## src/rtl/mbtcp_write_defs.vh

```
// Constants for the Modbus TCP write and event counter request handler.
`ifndef MBTCP_WRITE_DEFS_VH
`define MBTCP_WRITE_DEFS_VH

// Function codes that are served.
`define FC_WRITE_COIL      8'h05
`define FC_WRITE_REG       8'h06
`define FC_EVENT_COUNT     8'h0b
`define FC_WRITE_COILS     8'h0f

// Function codes used in exception replies.
`define FC_EXC_SINGLE      8'h85
`define FC_EXC_COILS       8'h8f
`define FC_EXC_FLAG        8'h80

// Exception codes.
`define EXC_ILL_FUNC       8'h01
`define EXC_ILL_ADDR       8'h02
`define EXC_ILL_VALUE      8'h03

// Coil on and off values in bytes 10-11.
`define COIL_ON_VALUE      16'hff00
`define COIL_OFF_VALUE     16'h0000

// Length field values.
`define LEN_EVENT_QUERY    16'h0002
`define LEN_NORMAL_RESP    16'h0006
`define LEN_EXC_RESP       16'h0003

// Byte positions inside the frame.
`define BYTE_FC            6'h07
`define BYTE_REF_LO        6'h09
`define BYTE_VAL_LO        6'h0b
`define BYTE_COUNT         6'h0c
`define BYTE_FIRST_DATA    6'h0d
`define BYTE_LAST_SAVED    6'h0c
`define BYTE_MAX_INDEX     6'h3f

// Frame sizes.
`define RESP_NORMAL_BYTES  4'hc
`define RESP_EXC_BYTES     4'h9

// Largest bit count of one multiple coil write.
`define MAX_COIL_BITS      17'h00100

// Handler states.
`define ST_RECV            2'h0
`define ST_EXEC            2'h1
`define ST_BITS            2'h2
`define ST_SEND            2'h3

`endif

```

## src/rtl/mbtcp_write_server.v

```verilog
// Modbus TCP request handler for coil, register and event counter services.
`timescale 1ns/1ps
`default_nettype none
`include "mbtcp_write_defs.vh"
// How it works
// Function 0x05 writes one coil at the zero-based reference in bytes 8-9.
// Client puts the coil value in bytes 10-11; 0xFF then 0x00 means on.
// Good single coil write echoes 0x05, reference and both value bytes.
// Failed single coil write answers 0x85 with exception 0x01, 0x02 or 0x03.
// Function 0x06 writes the 16-bit value to the referenced output register.
// Good single register write answers with an exact echo of the request.
// Failed single register write answers 0x85 with exception 0x01 or 0x02.
// Function 0x0B returns a status word and the event counter.
// Counter counts good requests, not exceptions, polls or counter queries.
// Counter reply carries zero status in bytes 8-9, count in bytes 10-11.
// Client sends counter query with length 0x0002, unit and 0x0B only.
// Failed counter query answers 0x85 with exception 0x01.
// Function 0x0F writes consecutive coils, at most 256 in one request.
// Data byte LSB maps to the starting coil, bits ascend byte by byte.
// Client sends start in bytes 8-9, count 10-11, byte count 12, then data.
// Good multiple coil write answers 0x0F, start and count, without data.
// Failed multiple coil write answers 0x8F with exception 0x01 or 0x02.
// Response copies transaction and protocol ids and sets a matching length.
module mbtcp_write_server #(
  parameter COIL_COUNT = 17'h00100,
  parameter REG_COUNT  = 17'h00100
) (
  input  wire        MCLK,
  input  wire        RST,
  input  wire [7:0]  RX_DATA,
  input  wire        RX_VALID,
  input  wire        RX_LAST,
  output wire        RX_READY,
  output wire [7:0]  TX_DATA,
  output wire        TX_VALID,
  output wire        TX_LAST,
  input  wire        TX_READY,
  output wire        COIL_WE,
  output wire [15:0] COIL_ADDR,
  output wire        COIL_VAL,
  output wire        REG_WE,
  output wire [15:0] REG_ADDR,
  output wire [15:0] REG_DATA,
  output wire [15:0] EVENT_COUNT
);

  reg  [1:0]  state_reg;
  reg  [5:0]  rx_idx_reg;
  reg  [7:0]  req_reg [0:12];
  reg         last_seen_reg;
  reg         short_reg;
  reg  [7:0]  bits_byte_reg;
  reg  [15:0] bit_no_reg;
  reg  [7:0]  resp_reg [0:11];
  reg  [3:0]  tx_left_reg;
  reg         coil_we_reg;
  reg  [15:0] coil_addr_reg;
  reg         coil_val_reg;
  reg         reg_we_reg;
  reg  [15:0] reg_addr_reg;
  reg  [15:0] reg_data_reg;
  reg  [15:0] event_count_reg;
  integer     i;

  wire [7:0]  fc        = req_reg[7];
  wire [15:0] ref_num   = {req_reg[8], req_reg[9]};
  wire [15:0] value     = {req_reg[10], req_reg[11]};
  wire [15:0] len_field = {req_reg[4], req_reg[5]};
  wire [16:0] coil_end  = {1'b0, ref_num} + {1'b0, value};
  wire        rx_take   = RX_VALID && (state_reg == `ST_RECV);
  wire        tx_take   = TX_READY && (state_reg == `ST_SEND);
  wire [15:0] bit_coil  = ref_num + bit_no_reg;

  // Range checks for the multiple coil write; a zero count is refused as well.
  wire coils_ok = (value != 16'h0000) && ({1'b0, value} <= `MAX_COIL_BITS) &&
                  (coil_end <= COIL_COUNT);
  wire bits_left = (bit_no_reg < value);
  wire take_bits = (fc == `FC_WRITE_COILS) && (rx_idx_reg >= `BYTE_FIRST_DATA) && coils_ok && bits_left;
  wire byte_done = (bit_no_reg[2:0] == 3'h7) || (bit_no_reg + 16'h0001 == value);

  // Minimum byte index that must have arrived for each function.
  reg  [5:0] need_idx;
  always @* begin
    if (fc == `FC_EVENT_COUNT) begin
      need_idx = `BYTE_FC;
    end else if (fc == `FC_WRITE_COILS) begin
      need_idx = `BYTE_COUNT;
    end else begin
      need_idx = `BYTE_VAL_LO;
    end
  end

  // Refusal reasons, settled in the execute cycle; 0x0F coil data is written earlier, in ST_BITS, only while coils_ok holds.
  wire frame_short    = short_reg || (rx_idx_reg <= need_idx);
  wire coil_addr_bad  = ({1'b0, ref_num} >= COIL_COUNT);
  wire coil_value_bad = (value != `COIL_ON_VALUE) && (value != `COIL_OFF_VALUE);
  wire reg_addr_bad   = ({1'b0, ref_num} >= REG_COUNT);
  wire query_len_bad  = (len_field != `LEN_EVENT_QUERY);

  // Only the low byte of a length field is sent from these; the high byte is always zero.
  wire [15:0] len_normal = `LEN_NORMAL_RESP;
  wire [15:0] len_exc    = `LEN_EXC_RESP;

  // Next state; the clocked block below only follows it.
  reg  [1:0]  state_next;
  always @* begin
    state_next = state_reg;
    case (state_reg)
      `ST_RECV: begin
        if (rx_take && take_bits) begin
          state_next = `ST_BITS;
        end else if (rx_take && RX_LAST) begin
          state_next = `ST_EXEC;
        end
      end
      `ST_BITS: begin
        // A frame cut short on a data byte still ends here, since its last flag was kept.
        if (byte_done) begin
          state_next = last_seen_reg ? `ST_EXEC : `ST_RECV;
        end
      end
      `ST_EXEC: begin
        state_next = `ST_SEND;
      end
      default: begin
        if (tx_take && (tx_left_reg == 4'h1)) begin
          state_next = `ST_RECV;
        end
      end
    endcase
  end

  // The counter moves only for good writes; refusals and counter queries leave it alone.
  reg  [15:0] event_count_next;
  always @* begin
    event_count_next = event_count_reg;
    if ((state_reg == `ST_EXEC) && !frame_short) begin
      if ((fc == `FC_WRITE_COIL) && !coil_addr_bad && !coil_value_bad) begin
        event_count_next = event_count_reg + 16'h0001;
      end else if ((fc == `FC_WRITE_REG) && !reg_addr_bad) begin
        event_count_next = event_count_reg + 16'h0001;
      end else if ((fc == `FC_WRITE_COILS) && coils_ok) begin
        event_count_next = event_count_reg + 16'h0001;
      end
    end
  end

  assign RX_READY    = (state_reg == `ST_RECV);
  assign TX_VALID    = (state_reg == `ST_SEND);
  assign TX_LAST     = (state_reg == `ST_SEND) && (tx_left_reg == 4'h1);
  assign TX_DATA     = resp_reg[0];
  assign COIL_WE     = coil_we_reg;
  assign COIL_ADDR   = coil_addr_reg;
  assign COIL_VAL    = coil_val_reg;
  assign REG_WE      = reg_we_reg;
  assign REG_ADDR    = reg_addr_reg;
  assign REG_DATA    = reg_data_reg;
  assign EVENT_COUNT = event_count_reg;

  always @(posedge MCLK) begin
    if (RST) begin
      state_reg       <= `ST_RECV;
      rx_idx_reg      <= 6'h00;
      last_seen_reg   <= 1'b0;
      short_reg       <= 1'b0;
      bits_byte_reg   <= 8'h00;
      bit_no_reg      <= 16'h0000;
      tx_left_reg     <= 4'h0;
      coil_we_reg     <= 1'b0;
      coil_addr_reg   <= 16'h0000;
      coil_val_reg    <= 1'b0;
      reg_we_reg      <= 1'b0;
      reg_addr_reg    <= 16'h0000;
      reg_data_reg    <= 16'h0000;
      event_count_reg <= 16'h0000;
      for (i = 0; i < 13; i = i + 1) begin
        req_reg[i] <= 8'h00;
      end
      for (i = 0; i < 12; i = i + 1) begin
        resp_reg[i] <= 8'h00;
      end
    end else begin
      coil_we_reg     <= 1'b0;
      reg_we_reg      <= 1'b0;
      state_reg       <= state_next;
      event_count_reg <= event_count_next;
      case (state_reg)
        `ST_RECV: begin
          if (rx_take) begin
            if (rx_idx_reg <= `BYTE_LAST_SAVED) begin
              req_reg[rx_idx_reg[3:0]] <= RX_DATA;
            end
            if (rx_idx_reg != `BYTE_MAX_INDEX) begin
              rx_idx_reg <= rx_idx_reg + 6'h01;
            end
            last_seen_reg <= RX_LAST;
            // Data bytes are written out as they arrive, so no frame buffer is needed.
            if (take_bits) begin
              bits_byte_reg <= RX_DATA;
            end else if (RX_LAST) begin
              short_reg <= (rx_idx_reg < need_idx) && (rx_idx_reg < `BYTE_FC);
            end
          end
        end
        `ST_BITS: begin
          coil_we_reg   <= 1'b1;
          coil_addr_reg <= bit_coil;
          coil_val_reg  <= bits_byte_reg[bit_no_reg[2:0]];
          bit_no_reg    <= bit_no_reg + 16'h0001;
        end
        `ST_EXEC: begin
          // Header copy and default echo of bytes 7-11.
          for (i = 0; i < 4; i = i + 1) begin
            resp_reg[i] <= req_reg[i];
          end
          resp_reg[4]  <= 8'h00;
          resp_reg[5]  <= len_normal[7:0];
          resp_reg[6]  <= req_reg[6];
          resp_reg[7]  <= fc;
          resp_reg[8]  <= req_reg[8];
          resp_reg[9]  <= req_reg[9];
          resp_reg[10] <= req_reg[10];
          resp_reg[11] <= req_reg[11];
          tx_left_reg  <= `RESP_NORMAL_BYTES;
          short_reg    <= 1'b0;
          rx_idx_reg   <= 6'h00;
          bit_no_reg   <= 16'h0000;
          last_seen_reg <= 1'b0;
          if (frame_short) begin
            // A frame too short for its function is refused as an unknown request.
            resp_reg[5]  <= len_exc[7:0];
            resp_reg[7]  <= (fc == `FC_WRITE_COILS) ? `FC_EXC_COILS : `FC_EXC_SINGLE;
            resp_reg[8]  <= `EXC_ILL_FUNC;
            tx_left_reg  <= `RESP_EXC_BYTES;
          end else if (fc == `FC_WRITE_COIL) begin
            if (coil_addr_bad) begin
              resp_reg[5] <= len_exc[7:0];
              resp_reg[7] <= `FC_EXC_SINGLE;
              resp_reg[8] <= `EXC_ILL_ADDR;
              tx_left_reg <= `RESP_EXC_BYTES;
            end else if (coil_value_bad) begin
              resp_reg[5] <= len_exc[7:0];
              resp_reg[7] <= `FC_EXC_SINGLE;
              resp_reg[8] <= `EXC_ILL_VALUE;
              tx_left_reg <= `RESP_EXC_BYTES;
            end else begin
              coil_we_reg     <= 1'b1;
              coil_addr_reg   <= ref_num;
              coil_val_reg    <= (value == `COIL_ON_VALUE);
              // The default echo already holds 0x05, reference and value.
            end
          end else if (fc == `FC_WRITE_REG) begin
            if (reg_addr_bad) begin
              resp_reg[5] <= len_exc[7:0];
              resp_reg[7] <= `FC_EXC_SINGLE;
              resp_reg[8] <= `EXC_ILL_ADDR;
              tx_left_reg <= `RESP_EXC_BYTES;
            end else begin
              reg_we_reg      <= 1'b1;
              reg_addr_reg    <= ref_num;
              reg_data_reg    <= value;
              // Default echo is the exact request.
            end
          end else if (fc == `FC_EVENT_COUNT) begin
            if (query_len_bad) begin
              resp_reg[5] <= len_exc[7:0];
              resp_reg[7] <= `FC_EXC_SINGLE;
              resp_reg[8] <= `EXC_ILL_FUNC;
              tx_left_reg <= `RESP_EXC_BYTES;
            end else begin
              // Counter queries do not count themselves.
              resp_reg[8]  <= 8'h00;
              resp_reg[9]  <= 8'h00;
              resp_reg[10] <= event_count_reg[15:8];
              resp_reg[11] <= event_count_reg[7:0];
            end
          end else if (fc == `FC_WRITE_COILS) begin
            if (!coils_ok) begin
              resp_reg[5] <= len_exc[7:0];
              resp_reg[7] <= `FC_EXC_COILS;
              resp_reg[8] <= `EXC_ILL_ADDR;
              tx_left_reg <= `RESP_EXC_BYTES;
            end else begin
              // Start and count stay in bytes 8-11; the data is not returned.
            end
          end else begin
            resp_reg[5] <= len_exc[7:0];
            resp_reg[7] <= fc | `FC_EXC_FLAG;
            resp_reg[8] <= `EXC_ILL_FUNC;
            tx_left_reg <= `RESP_EXC_BYTES;
          end
        end
        default: begin
          if (tx_take) begin
            for (i = 0; i < 11; i = i + 1) begin
              resp_reg[i] <= resp_reg[i + 1];
            end
            resp_reg[11] <= 8'h00;
            tx_left_reg  <= tx_left_reg - 4'h1;
          end
        end
      endcase
    end
  end

endmodule // mbtcp_write_server
`default_nettype wire

```

## config.mk

```make
export PLATFORM = sky130hd
export DESIGN_NAME = mbtcp_write_server
export DESIGN_NICKNAME = d
export VERILOG_FILES = /design/src/rtl/mbtcp_write_server.v
export VERILOG_INCLUDE_DIRS = /design/src /design/src/rtl
export SDC_FILE = /design/constraint.sdc
export NUM_CORES = 1
export LEC_CHECK = 0
export BUFFER_PORTS_ARGS = -buffer_cell sky130_fd_sc_hd__buf_4
export CORE_ASPECT_RATIO = 0.9
export CORE_UTILIZATION = 50
export DETAILED_ROUTE_END_ITERATION = 16
export PLACE_DENSITY_LB_ADDON = 0.15
export SYNTH_ARGS = -nofsm -noshare
export SYNTH_HDL_FRONTEND = slang
export SYNTH_SLANG_ARGS = --single-unit
```

## constraint.sdc

```tcl
create_clock -name MCLK -period 4.4 [get_ports MCLK]
set_input_delay 0.44 -clock MCLK [delete_from_list [all_inputs] [get_ports MCLK]]
set_output_delay 0.44 -clock MCLK [all_outputs]
set_load 0.005 [all_outputs]
```

**Word-level counts from Yosys, hierarchy flattened**

Memories as Yosys holds them, arrays and structs flattened.
Cells that the tools add are included.

- Bits in writable memories: 200
- Logic and storage cells: 328
- Memories: 2
- Register bits after elaboration: 105
- Bits of input ports: 13

Memories:

| memory | words | width | read ports | clocked after Yosys merged registers in | wr ports | line | source |
|---|---|---|---|---|---|---|---|
| req_reg | 13 | 8 | 12 | 0 | 13 | mbtcp_write_server.v:49 | `reg [7:0] req_reg [0:12];` |
| resp_reg | 12 | 8 | 12 | 0 | 12 | mbtcp_write_server.v:54 | `reg [7:0] resp_reg [0:11];` |

- Eq/ne operators: 24
- Muxes and demuxes: 174
- Reduce and logical (&&, ||, !) cells: 43
- Add/subtract/negate cells: 6
- Bitwise logic cells: 55
- $lt $le $gt $ge: 10

Operator list:

| kind | count |
|---|---|
| two-way mux 8 bit | 50 |
| two-way mux 16 bit | 7 |
| two-way mux 1 bit | 86 |
| case mux 16 bit (2 select lines) | 2 |
| OR 1 bit | 49 |
| adder 16 x 1 -> 16 bit, second input constant | 2 |
| two-way mux 4 bit | 8 |
| logical AND 1 bit | 18 |
| two-way mux 3 bit | 6 |
| two-way mux 6 bit | 3 |
| adder 16 x 16 -> 17 bit | 1 |
| <= comparator 17 x 9 -> 1 bit, second input constant | 1 |
| adder 16 bit | 1 |
| == test 16 bit | 1 |
| == test 16 bit, second input constant | 1 |
| == test 8 x 3 -> 1 bit, second input constant | 2 |
| == test 8 x 4 -> 1 bit, second input constant | 2 |
| greater-or-equal comparator 16 x 9 -> 1 bit, second input constant | 1 |
| <= comparator 16 x 9 -> 1 bit, second input constant | 1 |
| less-than comparator 16 bit | 1 |
| inequality test 16 bit, second input constant | 1 |
| inequality test 16 x 2 -> 1 bit, second input constant | 1 |
| nonzero test 16 bit | 1 |
| inequality test 2 bit, second input constant | 6 |
| other kinds (36) | 60 |

**Logic depth before layout (Yosys ltp)**

An unclocked memory read counts as a cell.

- Word-level depth: 19
- Mapped depth: 16

**Least setup slack after synthesis**

Ideal clock, no wire load.

- Kind: flip-flop to flip-flop
- From: memory req_reg[11][0]
- To: register event_count_reg[11] (netlist: EVENT_COUNT[11])
- Period minus slack after synthesis: 3.604 ns
- Data required time: 4.277 ns
- Setup time: 0.123 ns
- Setup slack: 0.796 ns
- Cell stages (with the launch flop): 13
- Arrival: 3.481 ns
- Cells stage by stage: edfxtp_1 ha_1 fa_1 a21o_1 a221oi_2 o21ai_1 o21a_1 a211oi_2 o2111ai_2 o41a_1 buf_6 nor3_2 mux2_1

RTL lines:

| item | line | source |
|---|---|---|
| from (decl) | mbtcp_write_server.v:49 |  |
| to (signal assigned) | mbtcp_write_server.v:186 | `event_count_reg <= event_count_next;` |
| to (decl) | mbtcp_write_server.v:62 | `reg [15:0] event_count_reg;` |

==> results.md <==
- The total routing usage reported by global routing is 26.8%.
- In this run the worst hold path is classified as input port to register.
- The sequential-to-total area share from yosys stat is 50.8%.
- The net count after synthesis is 1651.
- The number of hold buffers added after cts is 0.
- The fraction of synthesis flops using an asynchronous set or reset pin is 0%.
- The leading cell type by number of instances after synthesis is nand2_1.
- The number of filler instances in the final layout is 2593.
- The die is 187 um wide.
- The cell depth of the worst flop-to-flop path is 12.
- Of all nets on the critical path, the largest fanout is 20.
- The fraction of final layout cells sized beyond drive strength 1 is 12.9%.
- Based on the critical path, the design can be clocked at up to 250 MHz.
- The total of cells resized after clock tree synthesis is 0.
- The initial core utilization is 51.3%.
- The number of buffers created by CTS is 34.
- The detailed router finished its first iteration with 1115 violations.
- The H-tree depth reported by CTS is 2.
- In this design, the stage delay of the slowest critical-path cell is 570 ps.
- The peak supply drop is 0.000269 V.
- The via count of the first global-routing pass is 11200.
- Port buffering added 90 buffers.
- The height of the die is 169 um.
- The total chip power is 0.00763 W.
- The required arrival time at the worst endpoint is 4860 ps.
- The internal power is 0.00542 W.
- The floorplan step defined a core boundary enclosing 30200 um^2.
- After detailed routing, the number of vias per cell comes to 5.96.
- The worst setup path is launched from a register.
- Entering global routing, the biggest net connects 73 pins.
- The number of hold violations in the final report is 0.
- The CTS tree is built.
- The smallest clock period supported by the final layout is computed as 4000 ps.
- The number of buffers inserted to repair setup after CTS is 0.
- Clock-pin slew was measured on the worst setup and hold paths at 60 ps.
- Setup violations remaining at the end of the flow were counted as 0.
- The cell sitting at the root of the clock tree is a clkbuf_16.
- The sequential fraction of design power is 46.7%.
- In this run the core area contains 60 standard-cell rows.
- The half-perimeter wire length after detailed placement is 29.3 mm.
- The final routed wire length divided by cell count is 20.9 um.
- The clock drives 297 sinks.
- The clock network power share is 35.7%.
- The actual slew at the worst max-slew pin is 1010 ps.
- The die outline area is 31700 um^2.
- Ranked by instance count, the synthesized netlist is headed by nand2_1, edfxtp_1, nor2_1, and3_1, dfxtp_1.
- The worst setup path is captured at a register.
- Across all layers, the routed design uses 12300 vias.
- The primary flip-flop cell chosen by synthesis mapping is edfxtp_1.
- The startpoint identified for the worst register-to-register timing path is req_reg[9][0].
- The critical path is of the register to register type.
- The final clock skew is 18.1 ps.
- The final layout contains routed wiring with a total length of 42.9 mm.
- The initial antenna violation count was 2.
- Setup repair after global routing left no endpoint under its margin.
- The fraction of the cycle the final worst path needs is 90.8%.
- The area growth from synthesis to layout is 13.6%.
- The worst min-delay path endpoint is tx_left_reg[0].
- In the final timing run, aggregate negative setup slack is 0 ps.
- The first global-routing pass estimated 65.8 mm of wire.
- Dividing the synthesized area by the synthesized cell count gives 9.85 um^2.
- The total power density per cell area is 434 nW/um^2.
- The sequential cell area is 7870 um^2.
- The relative slew slack is 32.0%.
- The instance count of the mapped netlist is 1571.
- The analysis attributes to cell leakage a power of 7.36 nW.
- The total I/O pin count is 91.
- Broken down by cell family, the worst path's largest delay share belongs to compound AO/OA/AOI/OAI gates.
- The net switching component of the power is 0.00220 W.
- The length of the first detailed-routing pass in iterations is 5.
- The switching part of the total power is 28.9%.
- The count of state elements after synthesis is 297.
- The max capacitance violation total is 0.
- After global routing the overflow that remains totals 0.
- The slowest library cell on the worst path is o41a_1.
- After the last flow step, the layout net total stands at 1707.
- The total number of yosys warnings is 0.
- Walking the worst path, the cells encountered are ha_1 > fa_1 > a21o_1 > a221oi_2 > o21ai_1 > o21a_1 > a211oi_2 > o2111ai_2 > o41a_1 > buf_4 > or4_1 > nand2_1.
- The worst endpoint data arrival time is 4460 ps.
- In this run the cell area of the synthesized design comes to 15500 um^2.
- In this run the critical register-to-register path is captured at EVENT_COUNT[3].
- The run finished with clean final reports.
- The synthesized netlist contains 84 unique library cells.
- Per report_power, the combinational group accounts for 17.6% of the total.
- After detailed routing, the number of remaining DRC violations is 0.
- The clock latency of the later-clocked register in the worst-skew pair is 520 ps.
- The share of Yosys cell area claimed by the top area cell type is 37.3%.
- Once detail routing completed, the nets flagged for antenna violations numbered 0.
- The worst register-to-register path has a setup slack of 400 ps.
- The number of buffers and inverters on the critical path is 1.
- The final RePlAce weighted congestion is 0.903.
- The max-slew violation total from the final report is 0.
- The library cell occupying the most area in the post-synthesis netlist is edfxtp_1.
- The worst hold path begins at TX_READY.
- The maximum buffer depth of the clock tree is 3.
- The number of cells on the worst hold path is 3.
- After synthesis, the cell types taking the most area are edfxtp_1, dfxtp_1, ha_1.
- In this run, synthesis inferred 192 flip-flops with an integrated enable.
- The multi-input combinational cells in the finished layout cover a total of 6990 um^2.
[metrics by stage]
stage                     area (um^2)  setup slack, ps  hold WS, ps  util, %  instances
after floorplan                 15500              796          435        -       1571
after global placement          16500              540          443     54.7       1994
after detailed placement        16500              452          447     54.7       1994
after CTS                       17600              432          322     58.2       2054
after global routing            17600             85.7          334     58.2       2054
final                           17600              405          333     58.3       2057
[cell usage in the layout, fill, tap and decap left out, types with 15 or more instances in the layout]
master / netlist / layout
dfxtp_1: 105 / 105
a211oi_1: 15 / 15
xor2_1: 18 / 18
o21ai_0: 100 / 100
nor2_1: 138 / 137
nand4_1: 15 / 15
inv_1: 50 / 50
mux2i_1: 32 / 32
xnor2_1: 22 / 22
and3_1: 115 / 115
a21o_1: 20 / 20
nand3_1: 29 / 29
and2_1: 18 / 18
edfxtp_1: 192 / 192
ha_1: 65 / 64
a21oi_1: 83 / 83
buf_4: 8 / 124
clkbuf_16: 0 / 35
nor3_1: 24 / 24
nand2_1: 209 / 209
clkbuf_1: 84 / 17
nor2b_1: 18 / 17
[power groups by stage]
stage | sequential [W] | clock (W) | combinational [W]
after floorplan | 0.00355 | 0 | 0.000860
after global placement | 0.00360 | 0 | 0.00131
after detailed placement | 0.00361 | 0 | 0.00133
after CTS | 0.00356 | 0.00276 | 0.00134
after global routing | 0.00359 | 0.00286 | 0.00146
final | 0.00356 | 0.00272 | 0.00134
[area by class of cell]
| cell class | count | area share (%) |
|---|---|---|
| multi-input cells | 1118 | 39.8 |
| clock buffers | 52 | 5.34 |
| diodes | 3 | 0.0427 |
| repair buffers | 126 | 5.52 |
| well taps | 403 | 2.87 |
| flip-flops and latches | 297 | 44.7 |
| inverters | 50 | 1.07 |
| clock inverters | 8 | 0.640 |
[layer usage]
layer | track usage, % | wire, um | share of wire, %
met5 | 0 | 0 | 0
met4 | 5.97 | 675 | 1.6
met3 | 6.53 | 4120 | 9.6
met2 | 38.9 | 18100 | 42
met1 | 40.2 | 20100 | 47
[how the worst max path moves through the flow]
stage	start	to	depth (start not counted)
after floorplan	req_reg[11][0]	EVENT_COUNT[11]	12
after global placement	req_reg[9][0]	EVENT_COUNT[9]	12
after detailed placement	req_reg[9][0]	EVENT_COUNT[7]	12
after CTS	req_reg[9][0]	EVENT_COUNT[9]	12
after global routing	req_reg[9][0]	EVENT_COUNT[10]	12
final	req_reg[9][0]	EVENT_COUNT[3]	12
[logic make-up after synthesis]
group	share of synthesized area, %
XOR/XNOR	2.26
buffers and inverters	4.12
AO/OA/AOI/OAI	13.8
adder cells (fa/ha/maj)	5.51
AND/OR/NAND/NOR	20.5
flip-flops	50.8
multiplexers	3.02
[tightest hold or removal path: cells and delay by family]
kind          cells  cell delay, ps
buf+inv           1             140
simple gates      2             220
Power figures use the tool's default switching activity.
